### config.mk
export PLATFORM = sky130hd
export DESIGN_NAME = coax_transceiver_control
export DESIGN_NICKNAME = d
export VERILOG_FILES = /design/src/coax_pkg.sv /design/src/coax_transceiver_control.sv
export SDC_FILE = /design/constraint.sdc
export NUM_CORES = 1
export LEC_CHECK = 0
export BUFFER_PORTS_ARGS = -buffer_cell sky130_fd_sc_hd__buf_2
export CAP_MARGIN = 5
export CORE_UTILIZATION = 40
export DETAILED_ROUTE_END_ITERATION = 8
export REMOVE_ABC_BUFFERS = 1
export SLEW_MARGIN = 25
export SYNTH_ARGS = -nofsm -noshare
export SYNTH_HDL_FRONTEND = slang
export SYNTH_SLANG_ARGS = --single-unit
### constraint.sdc
create_clock -name clk -period 5.57 [get_ports clk]
set_input_delay 0.8355 -clock clk [delete_from_list [all_inputs] [get_ports clk]]
set_output_delay 0.8355 -clock clk [all_outputs]
set_load 0.03 [all_outputs]
### src/coax_pkg.sv
// constants and carrier types for the coax transceiver control block
package coax_pkg;
    // --------------------------------------------------------------
    // clock and on-chip timebase
    // --------------------------------------------------------------
    localparam int unsigned CLK_MHZ  = 125;  // system clock rate
    localparam int unsigned CLK_NS   = 8;    // system clock period
    localparam int unsigned OSC_MHZ  = 10;   // collision signal rate
    // osc toggles at twice its rate: step/modulus = 20 / 125
    localparam logic [4:0]  OSC_STEP = 5'(2 * OSC_MHZ / 5);
    localparam logic [4:0]  OSC_MOD  = 5'(CLK_MHZ / 5);
    localparam int unsigned TICK_NS  = 1000 / OSC_MHZ;

    // --------------------------------------------------------------
    // squelch times, counted in clock cycles
    // --------------------------------------------------------------
    localparam int unsigned RX_HIGH_NS = 200;   // quick turn-off level
    localparam logic [7:0]  RX_HIGH_CYC =
        8'((RX_HIGH_NS + CLK_NS - 1) / CLK_NS);
    localparam int unsigned RX_REC_NS = 1000;   // dc rise window
    localparam logic [7:0]  RX_REC_CYC = 8'(RX_REC_NS / CLK_NS);
    localparam int unsigned TX_GLITCH_NS = 20;  // least start pulse
    localparam logic [5:0]  TX_GLITCH_CYC =
        6'((TX_GLITCH_NS + CLK_NS - 1) / CLK_NS);
    localparam int unsigned TX_END_NS = 300;    // end-of-packet idle
    localparam logic [5:0]  TX_END_CYC =
        6'((TX_END_NS + CLK_NS - 1) / CLK_NS);

    // --------------------------------------------------------------
    // heartbeat and jabber times, counted in timebase ticks
    // --------------------------------------------------------------
    localparam int unsigned HB_DLY_NS = 1100;
    localparam logic [3:0]  HB_DLY_TICKS = 4'(HB_DLY_NS / TICK_NS);
    localparam int unsigned HB_LEN_NS = 1000;
    localparam logic [3:0]  HB_LEN_TICKS = 4'(HB_LEN_NS / TICK_NS);
    localparam int unsigned JAB_MS   = 20;
    localparam int unsigned JAB_TICKS_DEF = JAB_MS * 1000000 / TICK_NS;
    localparam int unsigned UNJAB_MS = 500;
    localparam int unsigned UNJAB_TICKS_DEF =
        UNJAB_MS * 1000000 / TICK_NS;
    localparam int unsigned JCW = 23;          // jabber counter width

    // --------------------------------------------------------------
    // carrier and state types
    // --------------------------------------------------------------
    typedef struct packed {
        logic rx_dc_below;          // filtered dc under squelch level
        logic rx_high;              // coax at high level
        logic coax_receive_input;   // sliced receive data
        logic tx_active;            // transmit input under -175 mV
        logic tx_data;              // transmit data
        logic coll_cmp;             // data under sense by threshold
        logic heartbeat_enable_pin; // 1 = pin grounded
    } line_flags_t;

    typedef enum logic [1:0] {RX_OFF, RX_ON, RX_QUICK} rx_state_t;
    typedef enum logic [2:0] {TX_IDLE, TX_ON, TX_JAB, TX_UNJAB}
        tx_state_t;
    typedef enum logic [1:0] {HB_IDLE, HB_WAIT, HB_BURST} hb_state_t;
endpackage : coax_pkg

### src/coax_transceiver_control.sv
// squelch, jabber, heartbeat and collision control of a coax transceiver
module coax_transceiver_control #(
    parameter int unsigned JAB_TICKS   = coax_pkg::JAB_TICKS_DEF,
    parameter int unsigned UNJAB_TICKS = coax_pkg::UNJAB_TICKS_DEF
) (
    input  wire logic                  clk,
    input  wire logic                  rst_n,
    input  wire coax_pkg::line_flags_t line_flags,
    input  wire logic                  rx_ready,
    output logic                       rx_valid,
    output logic                       rx_in_ready,
    output logic [1:0]                 rx_out_pair,
    output logic [1:0]                 collision_out_pair,
    output logic                       coax_drive_output,
    output logic                       coax_drive_en,
    output logic                       jabber_fault
);
    import coax_pkg::*;

    // --------------------------------------------------------------
    // parameter checks
    // --------------------------------------------------------------
    if (JAB_TICKS < 1 || JAB_TICKS >= (1 << JCW) ||
        UNJAB_TICKS < 1 || UNJAB_TICKS >= (1 << JCW)) begin : g_chk
        $error("jabber tick counts do not fit the counter");
    end

    localparam logic [JCW-1:0] JAB_END   = JCW'(JAB_TICKS);
    localparam logic [JCW-1:0] UNJAB_END = JCW'(UNJAB_TICKS);

    // all state of the block
    typedef struct packed {
        line_flags_t    s1;      // sync stage one, read by s2 only
        line_flags_t    s2;      // synchronised flags
        logic [4:0]     acc;     // oscillator phase accumulator
        logic           osc;     // 10 MHz square wave
        logic           tick;    // one cycle per oscillator period
        rx_state_t      rx_st;   // receive squelch state
        logic [7:0]     rx_cnt;  // receive squelch timer
        tx_state_t      tx_st;   // transmit / jabber state
        logic [5:0]     tx_cnt;  // transmit squelch timer
        logic [JCW-1:0] jab_cnt; // jabber and unjab ticks
        hb_state_t      hb_st;   // heartbeat state
        logic [3:0]     hb_cnt;  // heartbeat ticks
        logic [1:0]     b_cnt;   // buffer fill
        logic           b0;      // head entry
        logic           b1;      // second entry
        logic           in_rdy;  // buffer can take a bit
        logic           vld;     // head entry valid
        logic [1:0]     rxp;     // receive pair drive
        logic [1:0]     cdp;     // collision pair drive
        logic           drv;     // coax drive data
        logic           drv_en;  // coax driver on
        logic           jab;     // jabber fault flag
    } state_t;

    state_t q;                   // registered state
    state_t d;                   // next state

    // --------------------------------------------------------------
    // next-state logic
    // --------------------------------------------------------------
    // one process so every field sees the same q snapshot
    always_comb begin
        logic [1:0] n;           // buffer fill after pop and push
        logic       act;         // collision pair condition
        logic       hb_go;       // normal end asks for a heartbeat
        n = 2'b00;
        act = 1'b0;
        hb_go = 1'b0;
        d = q;
        d.s1 = line_flags;
        d.s2 = q.s1;

        // fractional divider: 20 MHz toggles from 125 MHz
        d.tick = 1'b0;
        if (q.acc >= 5'(OSC_MOD - OSC_STEP)) begin
            d.acc  = 5'(q.acc + OSC_STEP - OSC_MOD);
            d.osc  = ~q.osc;
            d.tick = ~q.osc;
        end else begin
            d.acc = 5'(q.acc + OSC_STEP);
        end

        // receive squelch
        unique case (q.rx_st)
            RX_OFF: begin
                d.rx_cnt = 8'h00;
                if (q.s2.rx_dc_below) begin
                    d.rx_st = RX_ON;
                end
            end
            RX_ON: begin
                if (!q.s2.rx_dc_below) begin
                    d.rx_st  = RX_OFF;
                end else if (!q.s2.rx_high) begin
                    d.rx_cnt = 8'h00;
                end else if (q.rx_cnt == RX_HIGH_CYC) begin
                    // level longer than the limit: dribble bits
                    d.rx_st  = RX_QUICK;
                    d.rx_cnt = 8'h00;
                end else begin
                    d.rx_cnt = 8'(q.rx_cnt + 8'h01);
                end
            end
            RX_QUICK: begin
                d.rx_cnt = 8'(q.rx_cnt + 8'h01);
                if (!q.s2.rx_dc_below) begin
                    d.rx_st = RX_OFF;
                end else if (q.rx_cnt == RX_REC_CYC) begin
                    d.rx_st  = RX_ON;
                    d.rx_cnt = 8'h00;
                end
            end
        endcase

        // transmit squelch, jabber and unjab
        unique case (q.tx_st)
            TX_IDLE: begin
                if (!q.s2.tx_active) begin
                    d.tx_cnt = 6'h00;
                end else if (q.tx_cnt == 6'(TX_GLITCH_CYC - 1)) begin
                    // wide enough pulse: start and arm jabber
                    d.tx_st   = TX_ON;
                    d.tx_cnt  = 6'h00;
                    d.jab_cnt = '0;
                end else begin
                    d.tx_cnt = 6'(q.tx_cnt + 6'h01);
                end
            end
            TX_ON: begin
                d.jab_cnt = JCW'(q.jab_cnt + JCW'(q.tick));
                d.tx_cnt  = q.s2.tx_active ? 6'h00 :
                            6'(q.tx_cnt + 6'h01);
                if (q.jab_cnt == JAB_END) begin
                    d.tx_st  = TX_JAB;
                    d.tx_cnt = 6'h00;
                end else if (q.tx_cnt == TX_END_CYC &&
                             !q.s2.tx_active) begin
                    d.tx_st  = TX_IDLE;
                    d.tx_cnt = 6'h00;
                    // pin high means strapped to ground
                    hb_go = q.s2.heartbeat_enable_pin;
                end
            end
            TX_JAB: begin
                // fault holds until the input goes quiet
                d.tx_cnt = q.s2.tx_active ? 6'h00 :
                           6'(q.tx_cnt + 6'h01);
                if (q.tx_cnt == TX_END_CYC && !q.s2.tx_active) begin
                    d.tx_st   = TX_UNJAB;
                    d.jab_cnt = '0;
                end
            end
            TX_UNJAB: begin
                // input activity here is ignored, not restarted
                d.jab_cnt = JCW'(q.jab_cnt + JCW'(q.tick));
                if (q.jab_cnt == UNJAB_END) begin
                    d.tx_st  = TX_IDLE;
                    d.tx_cnt = 6'h00;
                end
            end
            default: d.tx_st = TX_IDLE;
        endcase

        // heartbeat timing in timebase ticks
        unique case (q.hb_st)
            HB_IDLE: ;
            HB_WAIT: begin
                d.hb_cnt = 4'(q.hb_cnt + 4'(q.tick));
                if (q.hb_cnt == HB_DLY_TICKS) begin
                    d.hb_st  = HB_BURST;
                    d.hb_cnt = 4'h0;
                end
            end
            HB_BURST: begin
                d.hb_cnt = 4'(q.hb_cnt + 4'(q.tick));
                if (q.hb_cnt == HB_LEN_TICKS) begin
                    d.hb_st = HB_IDLE;
                end
            end
            default: d.hb_st = HB_IDLE;
        endcase
        // a new end restarts the wait; set wins over a burst ending
        if (hb_go) begin
            d.hb_st  = HB_WAIT;
            d.hb_cnt = 4'h0;
        end

        // two-entry buffer: receiver bits toward the station
        n = q.b_cnt;
        if (q.vld && rx_ready) begin
            d.b0 = q.b1;
            n    = 2'(n - 2'd1);
        end
        if (q.rx_st == RX_ON && q.in_rdy) begin
            if (n == 2'd0) begin
                d.b0 = q.s2.coax_receive_input;
            end else begin
                d.b1 = q.s2.coax_receive_input;
            end
            n = 2'(n + 2'd1);
        end
        d.b_cnt  = n;
        d.in_rdy = (n != 2'd2);
        d.vld    = (n != 2'd0);
        // idle pair at zero differential
        d.rxp = d.vld ? {d.b0, ~d.b0} : 2'b00;

        // collision pair gating
        act = q.s2.coll_cmp || q.tx_st == TX_JAB ||
              q.hb_st == HB_BURST;
        // zero differential when no condition holds
        d.cdp = act ? {d.osc, ~d.osc} : 2'b00;
        d.drv_en = (q.tx_st == TX_ON);
        d.drv    = (q.tx_st == TX_ON) && q.s2.tx_data;
        d.jab    = (q.tx_st == TX_JAB);
    end

    // state register; constants only under reset
    always_ff @(posedge clk or negedge rst_n) begin
        if (!rst_n) begin
            q <= '{rx_st: RX_OFF, tx_st: TX_IDLE, hb_st: HB_IDLE,
                   in_rdy: 1'b1, default: '0};
        end else begin
            q <= d;
        end
    end

    assign rx_valid           = q.vld;
    assign rx_in_ready        = q.in_rdy;
    assign rx_out_pair        = q.rxp;
    assign collision_out_pair = q.cdp;
    assign coax_drive_output  = q.drv;
    assign coax_drive_en      = q.drv_en;
    assign jabber_fault       = q.jab;
endmodule // coax_transceiver_control

==> summary.txt <==
Pwr
  – Switch share: 36.1%
  – Cell internal pwr: 1.04 mW
  – Pleak: 2.05 nW
  – Clock Power Share: 26.7%
  – Part of the power in registers: 42.5%
  – Peak supply drop: 248 uV
  – Total power draw: 1.63 mW
  – Psw: 0.590 mW
  – Comb power frac: 30.8%
  – Power Density: 359 nW/um^2

Routing
  – Remaining DRCs: 0
  – Post-route ant nets: 0
  – First DRT Iteration DRCs: 195
  – WL final: 7940 microns
  – DRT Pass-1 Iters: 4
  – Via-per-instance ratio: 5.32
  – Drt wl/cell: 13.6 microns
  – Vias: 3,102

Clock network
  – Hold_buf cts: 0
  – CTS Buf Count: 9
  – Largest buffer count on any clock path: 2
  – Worst skew pair latency: 370 ps
  – Clock transition at path regs: 80 ps
  – Number of setup buffers added after CTS: 0
  – Post-CTS sizing: 0
  – Depth of the CTS H-tree: 3
  – Number of clock sinks: 81
  – Root Driver: clkbuf_8
  – CTS tree: yes

Logic synthesis
  – Post-synth EDFFs: 0
  – Most used DFF post-synth: dfrtp_1
  – Syn. warnings: 0
  – Sequential share of the synthesized area: 48.4%
  – Mean cell area of the mapped netlist: 9.71 sq um
  – Gate Count Post-Synth: 432
  – Async set or reset register ratio after synthesis: 100%
  – Netlist Area Pre-Place: 4190 sq um
  – Distinct cells, synth: 53
  – Seq cells post-synth: 81

Setup path
  – Setup crit end kind: register
  – Critical Path RT: 5850 ps
  – Setup CP Type: register to register
  – R2r endpoint: q[35]
  – WP data arrival: 3040 ps
  – Worst Reg-to-Reg Cells: 8
  – FF-to-FF Start: q[42]
  – Crit start category: register
  – Max Fanout on Critical Path: 13
  – Flop-to-flop setup slack: 2810 ps

STA
  – Slew @ Worst Pin: 927 ps
  – Clock skew: 8.47 ps
  – Max frequency: 363 MHz
  – RSZ-0062 raised after global routing: no
  – Slew headroom: 38.0%
  – Tmin final: 2760 ps
  – Final-report hold violation count: 0
  – Final WS setup: 2810 ps
  – Max Slew Vio Count: 0
  – Tcrit/Tclk final: 49.5%
  – Setup TNS: 0 ps
  – Final-report setup violation count: 0

Final layout
  – Fill cell count: 1,000
  – Fin cells: 583
  – Fin util: 44.5%
  – Nets: 476
  – Area Growth Syn to Fin: 8.47%
  – Ant diodes: 0
  – Fraction of layout cells with a size suffix above 1: 11.9%

Floorplanning
  – Core Box Area: 10,200 sq um
  – Die height: 104 microns
  – Cell Rows: 37
  – # IOs: 19
  – Initial Util: 41.0%
  – Die width: 104 microns
  – DIE AREA: 10,900 sq um

Placed design
  – Setup WS pre-CTS: 2830 ps
  – IO buf count: 18
  – Gp weighted congestion: 0.781
  – Detailed Place HPWL: 5320 microns
  – Placed Cells: 567

Worst hold path
  – WHS Endpoint: q[69]
  – Class of the worst hold path: register to register
  – Hold depth: 0
  – Hold Path Origin: d[69]

GRT
  – Initial antenna violation count: 0
  – Total Routing Usage GR: 16.5%
  – Pin count of the biggest net entering global routing: 82
  – Vias in the first global route: 3,013
  – Global-route wire length before repair: 14,300 microns
  – Grt ovf: 0

Run
  – Max-cap viol count: 0

Status
  – Status: complete, no violations
==> cell usage after synthesis, types with 4 or more instances <==
cell type   n  share of area, %
xnor2_1     7               1.5
or2_2       6              0.90
nor2b_1     6              0.90
and2_1      5              0.75
or3_1       8               1.2
nand4_1     8               1.2
inv_1      17               1.5
nor2_1     30               2.7
a21oi_1    22               2.6
xor2_1      4              0.84
o21ai_0    36               4.3
nor3_1      7              0.84
nor4_1      4              0.60
a31oi_1     9               1.3
dfrtp_1    80                48
o31ai_1    14               2.5
clkbuf_1    9              0.81
a21o_1     10               1.8
nand2_1    45               4.0
buf_4       5              0.90
and3_1      7               1.0
ha_1       24               7.2
nand3_1    23               2.7
==> per-stage QoR <==
step | area (sq um) | hold WS [ps]
final | 4550 | 352
after global routing | 4550 | 359
after CTS | 4550 | 353
after detailed placement | 4350 | 335
after global placement | 4350 | 333
after floorplan | 4090 | 331
==> layout by cell type, fill, tap and decap left out, types with 8 or more instances in the layout <==
cell type	netlist	final
nand3_1	23	23
a31oi_1	9	9
o31ai_1	14	14
nand4_1	8	8
o21ai_0	36	36
nand2_1	45	45
buf_2	2	17
ha_1	24	24
dfrtp_1	80	80
clkbuf_8	0	10
or3_1	8	8
nor2_1	30	30
inv_1	17	17
a21o_1	10	10
a21oi_1	22	22
==> metal layers <==
metal | track usage (%) | wire length (microns)
met3 | 4.70 | 281
met5 | 0 | 0
met1 | 21.8 | 3880
met2 | 25.7 | 3670
met4 | 5.71 | 115
==> worst max path at each step <==
stage,from,endpoint,depth (start not counted),slack (ps)
after floorplan,q[42],q[40],8,3220
after global placement,q[42],q[40],8,2890
after detailed placement,q[42],q[40],8,2830
after CTS,q[42],q[35],8,2820
after global routing,q[42],q[35],8,2570
final,q[42],q[35],8,2810
==> worst max-delay path: stages (launching register included) <==
cell	delay, ps
dfrtp_1	410
inv_1	80
ha_1	130
or3b_1	360
or3_1	370
o221ai_2	380
nand2_1	410
or3_1	460
o21ai_0	70
==> sequential cells by signal, indices dropped and copies added (netlist names) <==
signal              flops
rx_out_pair             2
coax_drive_output       1
rx_valid                1
jabber_fault            1
d                       7
q                      65
rx_in_ready             1
coax_drive_en           1
collision_out_pair      2
==> logic make-up after synthesis <==
| logic type | count (synthesis) | synth area share [%] |
|---|---|---|
| simple gates | 171 | 21.6 |
| compound gates | 105 | 15.5 |
| flops | 81 | 48.4 |
| buf+inv | 36 | 4.09 |
| fa+ha+maj | 24 | 7.16 |
| xor+xnor | 11 | 2.30 |
| mux | 4 | 0.984 |
==> final cells by class <==
cell class / count / area (sq um) / area share (%)
clock buffers: 11 / 141 / 3.11
clock inverters: 5 / 55.1 / 1.21
multi-input cells: 315 / 1990 / 43.8
repair buffers: 18 / 96.3 / 2.12
well taps: 136 / 170 / 3.74
flip-flops and latches: 81 / 2030 / 44.6
inverters: 17 / 63.8 / 1.40
==> power by group through the flow <==
stage	logic, mW	registers [mW]	clock network [mW]
final	0.503	0.695	0.436
after global routing	0.577	0.705	0.473
after CTS	0.512	0.695	0.451
after detailed placement	0.509	0.707	0
after global placement	0.492	0.704	0
after floorplan	0.335	0.739	0
Power figures use the tool's default switching activity.
